$ cat src/core/adc_pipe_defs.svh
// constants of the sampling converter's digital pipeline
// assumes a 125 MHz system clock; included by bare name
`ifndef ADC_PIPE_DEFS_SVH
`define ADC_PIPE_DEFS_SVH
`define CODE_W        8
`define CODE_ZERO     8'h00
`define CODE_ONES     8'hff
`define CLK_PERIOD_PS 32'h0000_1f40
`define SETTLE_NS     32'h0000_03e8
`define SETTLE_CYC    ((`SETTLE_NS * 32'h0000_03e8 + `CLK_PERIOD_PS - 32'h0000_0001) / `CLK_PERIOD_PS)
`define SETTLE_CNT_W  8
`define SYNC_STAGES   3
`endif

$ cat src/core/adc_pipe_pkg.sv
// types shared by the converter pipeline
// assumes nothing beyond the defs header
package adc_pipe_pkg;
  typedef enum logic [1:0] {PH_RUN, PH_SLEEP, PH_SETTLE} phase_t;
endpackage

$ cat src/core/adc_sample_pipeline.sv
// converter digital pipeline and its output fifo
// assumes conversion clock and sleep request are asynchronous pins
`timescale 1ns/1ps
`default_nettype none
`include "adc_pipe_defs.svh"

module sample_fifo #(
  parameter int W     = 8,
  parameter int DEPTH = 16
) (
  input  wire logic         clk_in,
  input  wire logic         rst_n_in,
  input  wire logic         in_valid_in,
  input  wire logic [W-1:0] in_data_in,
  output logic              in_ready_out,
  output logic              out_valid_out,
  output logic      [W-1:0] out_data_out,
  input  wire logic         out_ready_in
);
  localparam int PW = $clog2(DEPTH);
  // pointer wrap only works for power-of-two depths
  if (DEPTH < 2 || (1 << PW) != DEPTH || W < 1)
  begin : gen_bad_shape
    $error("sample_fifo: depth must be a power of two >= 2");
  end

  typedef struct packed {
    logic [DEPTH-1:0][W-1:0] mem;
    logic [PW-1:0]           wp;
    logic [PW-1:0]           rp;
    logic [PW:0]             cnt;
    logic                    ov;
    logic [W-1:0]            od;
  } fifo_st_t;

  fifo_st_t s_r;
  fifo_st_t s_nxt;
  logic     push;
  logic     pop;

  // ready is combinational so the producer stalls the same cycle
  assign in_ready_out  = (s_r.cnt != (PW+1)'(DEPTH));
  assign out_valid_out = s_r.ov;
  assign out_data_out  = s_r.od;

  always_comb
  begin
    s_nxt = s_r;
    push  = in_valid_in && in_ready_out;
    pop   = (s_r.cnt != '0) && (!s_r.ov || out_ready_in);
    if (out_ready_in)
      s_nxt.ov = 1'b0;
    if (pop)
    begin
      s_nxt.od = s_r.mem[s_r.rp];
      s_nxt.ov = 1'b1;
      s_nxt.rp = s_r.rp + 1'b1;
    end
    if (push)
    begin
      s_nxt.mem[s_r.wp] = in_data_in;
      s_nxt.wp          = s_r.wp + 1'b1;
    end
    s_nxt.cnt = s_r.cnt + (PW+1)'(push) - (PW+1)'(pop);
  end

  always_ff @(posedge clk_in)
  begin
    if (!rst_n_in)
      s_r <= '0;
    else
      s_r <= s_nxt;
  end
endmodule

module adc_sample_pipeline #(
  parameter int AW         = 12,
  parameter int FIFO_DEPTH = 16
) (
  input  wire logic          clk_in,
  input  wire logic          rst_n_in,
  input  wire logic          conv_clk_in,
  input  wire logic          sleep_request_in,
  input  wire logic [AW-1:0] analog_level_in,
  input  wire logic [AW-1:0] bottom_reference_level_in,
  input  wire logic [AW-1:0] top_reference_level_in,
  output logic [`CODE_W-1:0] data_out,
  output logic               data_valid_out,
  output logic [`CODE_W-1:0] stream_data_out,
  output logic               stream_valid_out,
  input  wire logic          stream_ready_in
);
  if (AW < 2 || FIFO_DEPTH < 2)
  begin : gen_bad_shape
    $error("adc_sample_pipeline: unsupported width or depth");
  end

  localparam int CW = `CODE_W;
  localparam logic [`SETTLE_CNT_W-1:0] SETTLE_LAST = `SETTLE_CNT_W'(`SETTLE_CYC - 1);

  typedef struct packed {
    logic [`SYNC_STAGES-1:0]          conv_sync;
    logic [`SYNC_STAGES-1:0]          sleep_sync;
    logic [`SYNC_STAGES-1:0][AW-1:0]  ana_sync;
    logic [`SYNC_STAGES-1:0][AW-1:0]  bot_sync;
    logic [`SYNC_STAGES-1:0][AW-1:0]  top_sync;
    logic                             conv_lvl;
    logic                             sleep_lvl;
    adc_pipe_pkg::phase_t             phase;
    logic [`SETTLE_CNT_W-1:0]         settle_cnt;
    logic [CW-1:0]                    st1;
    logic [CW-1:0]                    st2;
    logic [CW-1:0]                    st3;
    logic [CW-1:0]                    word;
    logic                             word_valid;
  } pipe_st_t;

  pipe_st_t      s_r;
  pipe_st_t      s_nxt;
  logic          fall;
  logic          rise;
  logic          fifo_ready;
  logic          fifo_push;

  // linear quantiser with clamping at both ends of the ladder
  function automatic logic [CW-1:0] quantise(input logic [AW-1:0] x,
                                             input logic [AW-1:0] b,
                                             input logic [AW-1:0] t);
    logic [AW+CW-1:0] q;
    q = '0;
    if (x <= b || t <= b)
      quantise = `CODE_ZERO;
    else if (x >= t)
      quantise = `CODE_ONES;
    else
    begin
      q = {(x - b), {CW{1'b0}}} / {{CW{1'b0}}, (t - b)};
      quantise = (q > (AW+CW)'(`CODE_ONES)) ? `CODE_ONES : q[CW-1:0];
    end
  endfunction

  always_comb
  begin
    s_nxt = s_r;
    s_nxt.conv_sync  = {s_r.conv_sync[`SYNC_STAGES-2:0], conv_clk_in};
    s_nxt.sleep_sync = {s_r.sleep_sync[`SYNC_STAGES-2:0], sleep_request_in};
    s_nxt.ana_sync   = {s_r.ana_sync[`SYNC_STAGES-2:0], analog_level_in};
    // ladder ends are static pins, so plain stages suffice, no vote
    s_nxt.bot_sync   = {s_r.bot_sync[`SYNC_STAGES-2:0], bottom_reference_level_in};
    s_nxt.top_sync   = {s_r.top_sync[`SYNC_STAGES-2:0], top_reference_level_in};
    // a pin change counts once the last two stages agree
    if (s_r.conv_sync[1] == s_r.conv_sync[2])
      s_nxt.conv_lvl = s_r.conv_sync[2];
    if (s_r.sleep_sync[1] == s_r.sleep_sync[2])
      s_nxt.sleep_lvl = s_r.sleep_sync[2];
    // edges exist only while the clock runs, so a halt freezes the stages and the word
    fall = (s_r.conv_lvl && !s_nxt.conv_lvl);
    rise = (!s_r.conv_lvl && s_nxt.conv_lvl);
    fifo_push = 1'b0;

    case (s_r.phase)
      adc_pipe_pkg::PH_RUN:
      begin
        if (s_r.sleep_lvl)
          s_nxt.phase = adc_pipe_pkg::PH_SLEEP;
      end
      adc_pipe_pkg::PH_SLEEP:
      begin
        if (!s_r.sleep_lvl)
        begin
          s_nxt.phase      = adc_pipe_pkg::PH_SETTLE;
          s_nxt.settle_cnt = '0;
        end
      end
      adc_pipe_pkg::PH_SETTLE:
      begin
        s_nxt.settle_cnt = s_r.settle_cnt + 1'b1;
        if (s_r.sleep_lvl)
          s_nxt.phase = adc_pipe_pkg::PH_SLEEP;
        else if (s_r.settle_cnt == SETTLE_LAST)
          s_nxt.phase = adc_pipe_pkg::PH_RUN;
      end
      default:
        s_nxt.phase = adc_pipe_pkg::PH_RUN;
    endcase

    // sleeping blocks all stages; a full fifo also stalls conversion
    if (s_r.phase != adc_pipe_pkg::PH_SLEEP && !s_r.sleep_lvl && fifo_ready)
    begin
      if (fall)
      begin
        s_nxt.st1 = quantise(s_r.ana_sync[`SYNC_STAGES-1],
                             s_r.bot_sync[`SYNC_STAGES-1], s_r.top_sync[`SYNC_STAGES-1]);
        s_nxt.st2 = s_r.st1;
        s_nxt.st3 = s_r.st2;
      end
      if (rise)
      begin
        s_nxt.word       = s_r.st3;
        s_nxt.word_valid = (s_r.phase == adc_pipe_pkg::PH_RUN);
        fifo_push        = (s_r.phase == adc_pipe_pkg::PH_RUN);
      end
    end
    else if (s_r.phase != adc_pipe_pkg::PH_RUN)
      s_nxt.word_valid = 1'b0;
  end

  always_ff @(posedge clk_in)
  begin
    if (!rst_n_in)
    begin
      s_r       <= '0;
      s_r.phase <= adc_pipe_pkg::PH_RUN;
    end
    else
      s_r <= s_nxt;
  end

  assign data_out       = s_r.word;
  assign data_valid_out = s_r.word_valid;

  sample_fifo #(
    .W     (CW),
    .DEPTH (FIFO_DEPTH)
  ) u_fifo (
    .clk_in        (clk_in),
    .rst_n_in      (rst_n_in),
    .in_valid_in   (fifo_push),
    .in_data_in    (s_nxt.word),
    .in_ready_out  (fifo_ready),
    .out_valid_out (stream_valid_out),
    .out_data_out  (stream_data_out),
    .out_ready_in  (stream_ready_in)
  );
endmodule

`default_nettype wire

$ cat config.mk
export PLATFORM = sky130hd
export DESIGN_NAME = adc_sample_pipeline
export DESIGN_NICKNAME = d
export VERILOG_FILES = /design/src/core/adc_pipe_pkg.sv /design/src/core/adc_sample_pipeline.sv
export VERILOG_INCLUDE_DIRS = /design/src /design/src/core
export SDC_FILE = /design/constraint.sdc
export NUM_CORES = 1
export LEC_CHECK = 0
export BUFFER_PORTS_ARGS = -buffer_cell sky130_fd_sc_hd__buf_2
export CAP_MARGIN = 20
export CORE_ASPECT_RATIO = 0.8
export CORE_UTILIZATION = 50
export CTS_CLUSTER_DIAMETER = 200
export DETAILED_ROUTE_END_ITERATION = 10
export PLACE_DENSITY = 0.71
export SLEW_MARGIN = 5
export SYNTH_ARGS = -nofsm -noshare
export SYNTH_HDL_FRONTEND = slang
export SYNTH_HIERARCHICAL = 1
export SYNTH_SLANG_ARGS = --single-unit
export TNS_END_PERCENT = 1
$ cat constraint.sdc
create_clock -name clk_in -period 46.9 [get_ports clk_in]
set_input_delay 2.345 -clock clk_in [delete_from_list [all_inputs] [get_ports clk_in]]
set_output_delay 2.345 -clock clk_in [all_outputs]
set_load 0.01 [all_outputs]
==> metrics, run 1 <==
status completed; slowest stage delay, CP 0.60 ns; Synth warnings 6; Unique masters post-synth 104; Core Box Area 44810 um^2; clock skew 0.02138 ns; crit end category flop; DR iter-0 viols 1711; Crit Path Max Fanout 23; Setup CP Type reg -> reg; Rel. slew slack 0.3018; Least-Margin Pin Slew 1.043 ns; number of synthesized register bits 309; global-route wire length before repair 100.7 mm; critical path's top delay family compound AO/OA/AOI/OAI gates; number of flops mapped to enable cells by yosys 0; Critical Path Stages 213; Detailed Routing Iterations Pass 1 6; CTS HTree Levels 1; max-cap check violation count 0; pin count of the biggest net entering global routing 120; highest clock rate 22.53 MHz; worst path buffer plus inverter count 14; Final Setup Violations 0; sequential area share after synthesis 0.2698; Routed WL 64.34 mm; CP arrival 44.82 ns; synth top area cells dfxtp_1 27%, ha_1 12%, and2_1 4.2%, a21oi_1 3.6%, nand3_1 3.4%; CP dominant cell by count ha_1; hold path cells 1; Placer Congestion 0.9922; Max clock buf depth 3; detailed-route DRC error count 0; FP Rows 69; die span in y 193.5 um; main flop type after synthesis dfxtp_1; ant diodes 0; # nets final 3024; Syn Area/Cell 8.357 um^2; Final Hold Fails 0; syn_nets 3002; Async SR Flop Fraction 0; Area Growth Syn to Fin 10.07%; die area 46710 um^2; all-layer global routing usage 0.2645; Initial Utilization 0.5116; root buffer cell clkbuf_16; slowest CP cell or4b_2; detailed-route via count 20670; Fillers 3958; leading area contributor after synthesis dfxtp_1; Worst R2R Path Depth 213; startpoint types flop; initial antenna violation count 0; Final period util 0.9463; multi-input logic area 16050 um^2; Crit path required time 47.34 ns; detailed placement HPWL 46.87 mm; DR WL/cell 18.99 um; WHS 0.4242 ns; I/O Buffers 58; clk sink count 309; Die X-Extent 241.4 um; routed vias/inst 6.098; register clock-pin slew on the reported worst setup and hold paths 0.07 ns; Antenna Nets Post-Route 0; vias in the first global route 18900; min-delay worst type reg -> reg; pins over their slew limit 0; gr ovfl total 0; crit path time final 44.38 ns; clk_lat worst skew 0.56 ns; CTS tree yes; Synth Instances 2743; CTS Hold Buffers Added 0; register area 6187 um^2; Netlist Area Pre-Place 22920 um^2; share of Yosys cell area claimed by the top area cell type 0.2698; IO Count 59; TritonCTS buffer count 29; fraction of layout cells with a size suffix above 1 0.1342
[layout by cell type, fill, tap and decap left out, drive strengths merged, types with 68 or more instances in the layout]
| cell | instances |
|---|---|
| nand3 | 159 |
| ha | 214 |
| buf | 121 |
| nand2 | 209 |
| and2 | 155 |
| dfxtp | 309 |
| nor2 | 154 |
| xnor2 | 78 |
| mux2i | 69 |
| a21oi | 167 |
| nor3 | 68 |
| inv | 110 |
| o21ai | 209 |
[final cells by class]
class | count | area share
flip-flops and latches | 309 | 0.2452
inverters | 109 | 0.01641
repair buffers | 121 | 0.03084
multi-input cells | 2195 | 0.6361
clock buffers | 36 | 0.03178
clock inverters | 16 | 0.009768
well taps | 603 | 0.02990
[worst reg2reg max path: cells and delay by family, from the launching register on]
kind / cells / cell delay [ns]
AOI/OAI and AO/OA: 101 / 19.83
and+or+nand+nor: 68 / 12.12
adders and majority gates: 21 / 6.70
buffers and inverters: 14 / 2.64
muxes: 7 / 2.31
xor gates and xnor gates: 2 / 0.34
DFF: 1 / 0.33
[worst paths after layout]
kind / from / endpoint / slack [ns]
setup / recovery: s_r[106] / s_r[25] / 2.52
hold / removal: s_nxt[96] / s_nxt[108] / 0.42
setup reg to reg: s_r[106] / s_r[25] / 2.52
hold reg to reg: s_nxt[96] / s_nxt[108] / 0.42
[metal layers]
metal  wire length, um  up-vias  share of wire  global-route usage
li1                  -    10030              -                   -
met1             31070     9818           0.48              0.3975
met2             27650      723           0.43              0.4052
met3              4261       97          0.066             0.02397
met4              1364        0          0.021             0.06024
met5                 0        -              0                   0
[through the flow]
stage / setup TNS [ns] / utilization / setup slack [ns] / cell area [um^2] / cells
6_report: 0 / 0.5632 / 2.519 / 25230 / 3389
3_3_place_gp: 0 / 0.5268 / 0.4222 / 23610 / 3307
3_5_place_dp: -1.182 / 0.5268 / -1.182 / 23610 / 3307
2_1_floorplan: 0 / - / 1.933 / 22920 / 2743
5_1_grt: -0.2953 / 0.5632 / -0.2953 / 25230 / 3389
4_1_cts: 0 / 0.5515 / 0.02884 / 24710 / 3363
[sequential cells by signal, summed over array words and instances (netlist names)]
signal / count
data_out: 8
data_valid_out: 1
s_nxt: 76
s_r: 74
u_fifo/out_data_out: 8
u_fifo/out_valid_out: 1
u_fifo/s_r: 141
[kinds of logic (layout without fill, tap and decap cells)]
logic type | count (synthesis) | after routing | synth area share
flip-flops | 309 | 309 | 0.2698
XOR/XNOR | 115 | 115 | 0.04486
AND/OR/NAND/NOR | 982 | 983 | 0.2221
multiplexers | 155 | 155 | 0.08825
AO/OA/AOI/OAI | 723 | 724 | 0.2079
buffers and inverters | 241 | 282 | 0.04672
adder cells (fa/ha/maj) | 218 | 218 | 0.1203
[cells in the mapped netlist, drive strengths merged (12+ instances only)]
library cell  number
o31ai             26
a21oi            167
or3               21
buf               66
xor2              36
o21bai            18
nor3b             12
a31oi             19
o21ai            209
o211ai            19
a211oi            23
a21o              49
a21boi            17
nand3            159
mux2i             69
and3              12
mux4              32
or2               18
inv              109
mux2              54
nand2            209
nor3              68
and2             155
nand2b            29
dfxtp            309
xnor2             78
nor4              12
nand4             36
nor2             154
o21a              54
ha               214
nor2b             61
o31a              12
clkbuf            66
[timing repair]
| action | in CTS | in global routing |
|---|---|---|
| setup buffers | 4 | 23 |
| gates resized for setup | 6 | 78 |
| setup endpoints to repair | 1 | 2 |
| pin swaps | 0 | 18 |
| cloned | 0 | 3 |
Power of run 1 is not shown: default switching activity piles up to over one toggle a cycle in this logic, so the estimate is an artifact.
==> run 2: changes to the inputs <==
SYNTH_HIERARCHICAL = default   (was 1)
clock period = 40.8 ns   (was 46.9 ns; I/O delays follow)
==> run 2 against run 1 <==
- non-clock buffer count increased by 183
- cell area increased by 9.6%
- worst setup slack got worse by 1.7 ns
- clock skew decreased by 0.0090 ns
- worst hold slack improved by 0.0016 ns
- sequential cell count unchanged
- fmax increased by 11%
- synthesized cell count decreased by 2.1%
==> metrics, run 2 <==
Final period util 0.9792 (+0.03291); worst path buffer plus inverter count 19 (+5); Crit Path Max Fanout 7 (-70%); vias in the first global route 19680 (+4.1%); die area 46380 um^2 (-0.71%); sequential area share after synthesis 0.2718 (+0.001943); Detailed Routing Iterations Pass 1 7 (+1); detailed-route DRC error count 0 (unchanged); syn_nets 2945 (-1.9%); Netlist Area Pre-Place 22760 um^2 (-0.71%); CTS tree yes; Core Box Area 44630 um^2 (-0.39%); WHS 0.4257 ns (+0.001583 ns); # nets final 3154 (+4.3%); max-cap check violation count 0 (unchanged); Setup CP Type reg -> reg; startpoint types flop; CP arrival 40.37 ns (-4.45 ns); status completed; Initial Utilization 0.5099 (-0.001693); Worst R2R Path Depth 216 (+1.4%); hold endpoint s_r[80]; IO Count 59 (unchanged); I/O Buffers 58 (unchanged); Final Hold Fails 0 (unchanged); count leader, synth nor2_1; leading area contributor after synthesis dfxtp_1; detailed placement HPWL 46.99 mm (+0.27%); worst r2r src s_r[109]; max reg flops 141 (unchanged); slowest CP cell or4_1; Crit Reg-Reg Endpoint s_r[25]; die span in y 192.8 um (-0.36%); register clock-pin slew on the reported worst setup and hold paths 0.07 ns (about the same); all-layer global routing usage 0.2719 (+0.007386); highest clock rate 25.03 MHz (+11%); critical path's top delay family compound AO/OA/AOI/OAI gates; CP dominant cell by count o21a_1; CTS HTree Levels 1 (unchanged); main flop type after synthesis dfxtp_1; Die X-Extent 240.5 um (-0.35%); Rel. slew slack 0.2798 (-0.02200); synth top area cells dfxtp_1 27%, ha_1 12%, nor2_1 5.2%, a211oi_1 4.7%, a21oi_1 4.0%; Synth warnings 0 (-6); Async SR Flop Fraction 0 (unchanged); min-delay worst type reg -> reg; top cells by count, synth 317 x nor2_1, 309 x dfxtp_1, 214 x ha_1; pins over their slew limit 0 (unchanged); Placer Congestion 0.9684 (-2.4%); Least-Margin Pin Slew 1.080 ns (+0.03757 ns); DR iter-0 viols 1574 (-8.0%); Max clock buf depth 3 (unchanged); detailed-route via count 21140 (+2.3%); crit end category flop; RSZ-0062 raised after global routing true; clk_lat worst skew 0.56 ns (about the same); TritonCTS buffer count 29 (unchanged); hold path cells 1 (unchanged); share of Yosys cell area claimed by the top area cell type 0.2718 (+0.001943); root buffer cell clkbuf_16; pin count of the biggest net entering global routing 120 (unchanged); routed vias/inst 6.009 (-1.5%); multi-input logic area 17180 um^2 (+7.0%); most common cell after layout, fill and taps aside nor2_1; FP Rows 69 (unchanged); clk sink count 309 (unchanged); Top reg by flops u_fifo.s_r; Syn Area/Cell 8.474 um^2 (+1.4%); fraction of layout cells with a size suffix above 1 0.2476 (+0.1134); Antenna Nets Post-Route 0 (unchanged); DR WL/cell 18.93 um (-0.29%); crit path time final 39.95 ns (-4.430 ns); initial antenna violation count 0 (unchanged); Hold Crit Start s_nxt[80]; number of synthesized register bits 309 (unchanged); global-route wire length before repair 103.0 mm (+2.3%); Unique masters post-synth 113 (+8.7%); gr ovfl total 0 (unchanged); Area Growth Syn to Fin 21.46%; Fillers 3759 (-5.0%); register area 6191 um^2 (about the same); number of flops mapped to enable cells by yosys 0 (unchanged); Routed WL 66.62 mm (+3.5%); r2r setup slk 0.85 ns (-1.67 ns); CTS Hold Buffers Added 0 (unchanged); Final Setup Violations 0 (unchanged); Synth Instances 2686 (-2.1%); clock skew 0.01239 ns (-0.008993 ns); Crit path required time 41.22 ns (-6.12 ns); ant diodes 0 (unchanged); commonest non-fill, non-tap cells in the layout 306 x nor2_1, 305 x dfxtp_1, 234 x buf_4, 173 x ha_1, 150 x nand2_1; slowest stage delay, CP 0.51 ns (-0.09 ns)
[run 2: cell count changes after synthesis, moves of 16 or more]
cell	before	now
mux2i_1	69	37
a211oi_1	16	141
buf_2	25	5
nand3_1	157	47
and2_1	155	132
nor3_1	68	52
nand2_1	208	160
nor2_1	154	317
o21ai_0	104	81
clkbuf_1	66	93
nor2b_1	61	31
o21ai_1	104	9
[run 2: timing repair]
action,4_1_cts,5_1_grt
cloned,0,1
pin swaps,16,123
endpoints found under the setup margin,1,2
resized for setup,53,233
setup buffers,14,77
[run 2: how the worst max path moves through the flow]
stage,from,endpoint,slack [ns],cells after the start
floorplan,s_r[106],s_r[25],0.002,223
global placement,s_r[106],s_r[25],-0.22,213
detailed placement,s_r[106],s_r[25],-1.60,216
CTS,s_r[108],s_r[25],0.004,212
global route,s_r[106],s_r[25],-1.30,219
finish,s_r[109],s_r[25],0.85,216
[run 2: metal layers]
| layer | GRT usage | up-vias | routed length, um |
|---|---|---|---|
| met5 | 0 | - | 0 |
| met2 | 0.4354 | 709 | 29650 |
| met3 | 0.02703 | 123 | 4315 |
| li1 | - | 10260 | - |
| met4 | 0.06345 | 0 | 1661 |
| met1 | 0.3908 | 10060 | 30990 |
[run 2: cell type report]
cell class	count	area share
clock inverter	8	0.003214
timing repair buffer	304	0.07903
clock buffer	44	0.03155
multi-input combinational	2152	0.6213
sequential	309	0.2240
tap	603	0.02729
inverter	99	0.01362
[run 2: per-stage QoR]
stage                     utilization  instance area [um^2]  std cells  TNS (ns)  setup WS [ns]
after CTS                      0.5793                 25860       3436         0       0.003705
final                          0.6193                 27640       3519         0         0.8483
after floorplan                     -                 22970       2686         0       0.002025
after detailed placement       0.5500                 24550       3370    -1.597         -1.597
after global placement         0.5500                 24550       3370   -0.2203        -0.2203
after global routing           0.6193                 27640       3519    -1.303         -1.303
[run 2: cell families after synthesis]
| kind of cell | synth area share |
|---|---|
| fa+ha+maj | 0.1212 |
| mux | 0.08982 |
| flops | 0.2718 |
| simple gates | 0.1979 |
| xor+xnor | 0.05002 |
| buf+inv | 0.04150 |
| compound gates | 0.2278 |
Power of run 2 is left out for the same reason.
==> run 3: changes to the inputs <==
REMOVE_ABC_BUFFERS = 1   (was default)
==> run 3 against run 2 <==
- wire length increased by 5.1%
- count of clock-buffer cells in the layout decreased by 7
- cell count increased by 6.5%
- die area unchanged
- sequential cell count unchanged
- worst setup slack got worse by 0.28 ns
- critical path depth increased by 4
- clock skew increased by 0.0020 ns
- via count increased by 4.7%
- cell area increased by 6.3%
- global-route usage increased by 1.5 points
- critical endpoint unchanged
- highest routed layer is now met5
==> metrics, run 3 (synthesized netlist as in run 2, its figures left out) <==
status completed; fraction of layout cells with a size suffix above 1 0.3036 (+0.05596); ant diodes 0 (unchanged); IO Count 59 (unchanged); slowest stage delay, CP 0.45 ns (-0.06 ns); most common cell after layout, fill and taps aside buf_4; vias in the first global route 20760 (+5.5%); CTS tree yes; initial antenna violation count 1 (+1); clk_lat worst skew 0.56 ns (about the same); I/O Buffers 58 (unchanged); Routed WL 70.03 mm (+5.1%); max reg flops 141 (unchanged); die area 46380 um^2 (unchanged); Crit Path Max Fanout 8 (+1); Placer Congestion 0.9531 (-1.6%); root buffer cell clkbuf_16; Area Growth Syn to Fin 29.11%; die span in y 192.8 um (unchanged); Antenna Nets Post-Route 0 (unchanged); Max clock buf depth 3 (unchanged); clk sink count 309 (unchanged); Crit path required time 41.23 ns (about the same); Die X-Extent 240.5 um (unchanged); pins over their slew limit 0 (unchanged); highest clock rate 24.86 MHz (-0.69%); gr ovfl total 0 (unchanged); placed cell areas 26310 um^2 (+7.2%); Rel. slew slack 0.2302 (-0.04962); max-cap check violation count 0 (unchanged); FP Rows 69 (unchanged); top routing layer in use met5; crit path time final 40.23 ns (+0.2778 ns); placed insts 3624 (+7.5%); CP arrival 40.66 ns (+0.29 ns); Finished Cell Area 29390 um^2 (+6.3%); # nets final 3384 (+7.3%); DR WL/cell 18.68 um (-1.3%); RSZ-0062 raised after global routing true; Core Box Area 44630 um^2 (unchanged); detailed-route via count 22130 (+4.7%); commonest non-fill, non-tap cells in the layout 460 x buf_4, 307 x dfxtp_1, 300 x nor2_1, 175 x ha_1, 147 x nand2_1; CTS HTree Levels 1 (unchanged); global-route wire length before repair 107.5 mm (+4.4%); slowest CP cell dfxtp_1; Top reg by flops u_fifo.s_r; Final period util 0.9860 (+0.006808); register clock-pin slew on the reported worst setup and hold paths 0.07 ns (about the same); Initial Utilization 0.5099 (unchanged); Non-Filler Instances 3749 (+6.5%); clock skew 0.01441 ns (+0.002020 ns); Detailed Routing Iterations Pass 1 6 (-1); Least-Margin Pin Slew 1.150 ns (+0.06939 ns); routed vias/inst 5.904 (-1.7%); all-layer global routing usage 0.2867 (+0.01484); Fillers 3631 (-3.4%); detailed-route DRC error count 0 (unchanged); metal1 wirelength 32.40 mm (+4.5%); min-delay worst type reg -> reg; pin count of the biggest net entering global routing 123 (+2.5%); CTS Hold Buffers Added 0 (unchanged); startpoint types flop; TritonCTS buffer count 28 (-3.4%); crit end category flop; r2r setup slk 0.57 ns (-0.28 ns); Setup CP Type reg -> reg; CP dominant cell by count o21a_1; DR WL met2 31.57 mm (+6.5%); setup TNS 0 ns (unchanged); detailed placement HPWL 49.88 mm (+6.1%); Final Hold Fails 0 (unchanged); metal3 WL 4.204 mm (-2.6%); DR iter-0 viols 1656 (+5.2%); Final Setup Violations 0 (unchanged)
[run 3: cell count changes in the layout (fill, tap and decap cells not counted), moves of 4 or more]
cell      change
buf_6         +5
clkbuf_1      -4
buf_4       +226
nor2_1        -6
nor2_2        +7
o21ai_0       -5
o21ai_2       +5
[run 3: critical path, delay by kind of cell, from the launching register on]
kind / cells / cell delay, ns
adders and majority gates: 22 / 5.74
buffers and inverters: 14 / 1.90
muxes: 13 / 3.89
and+or+nand+nor: 68 / 10.18
DFF: 1 / 0.45
xor gates and xnor gates: 1 / 0.22
AOI/OAI and AO/OA: 102 / 17.66
[run 3: area by class of cell]
class                           count  area (um^2)  area share
Clock buffer                       37        815.8     0.02776
Clock inverter                     14        167.7    0.005706
Inverter                           99        376.6     0.01282
Multi-Input combinational cell   2152        17150      0.5835
Sequential cell                   309         6188      0.2106
Tap cell                          603        754.5     0.02567
Timing Repair Buffer              535         3938      0.1340
[run 3: what timing repair did]
item / in CTS / in global routing
endpoints found under the hold margin: 0 / 0
setup buffers: 4 / 57
setup endpoints to repair: 2 / 2
pin swaps: 9 / 153
resized for setup: 54 / 262
[run 3: routing by layer]
| metal | up-vias | global-route usage |
|---|---|---|
| met1 | 10570 | 0.3996 |
| li1 | 10730 | - |
| met5 | - | 0 |
| met2 | 696 | 0.4615 |
| met4 | 2 | 0.07815 |
| met3 | 137 | 0.03919 |
[run 3: metrics by stage]
stage / setup WS (ns) / hold WS (ns) / utilization
3_3_place_gp: -0.3809 / 0.4157 / 0.5895
3_5_place_dp: -1.779 / 0.4177 / 0.5895
2_1_floorplan: -2.860 / 0.4118 / -
6_report: 0.5706 / 0.4279 / 0.6584
4_1_cts: 0.001236 / 0.4263 / 0.6170
5_1_grt: -1.578 / 0.4434 / 0.6584
[run 3: worst paths after layout]
path | from | end | depth (start not counted)
setup / recovery | s_r[142] | s_r[25] | 220
hold reg to reg | s_nxt[94] | s_nxt[106] | 1
hold / removal | s_nxt[94] | s_nxt[106] | 1
setup reg to reg | s_r[142] | s_r[25] | 220
Power of run 3 is left out for the same reason.
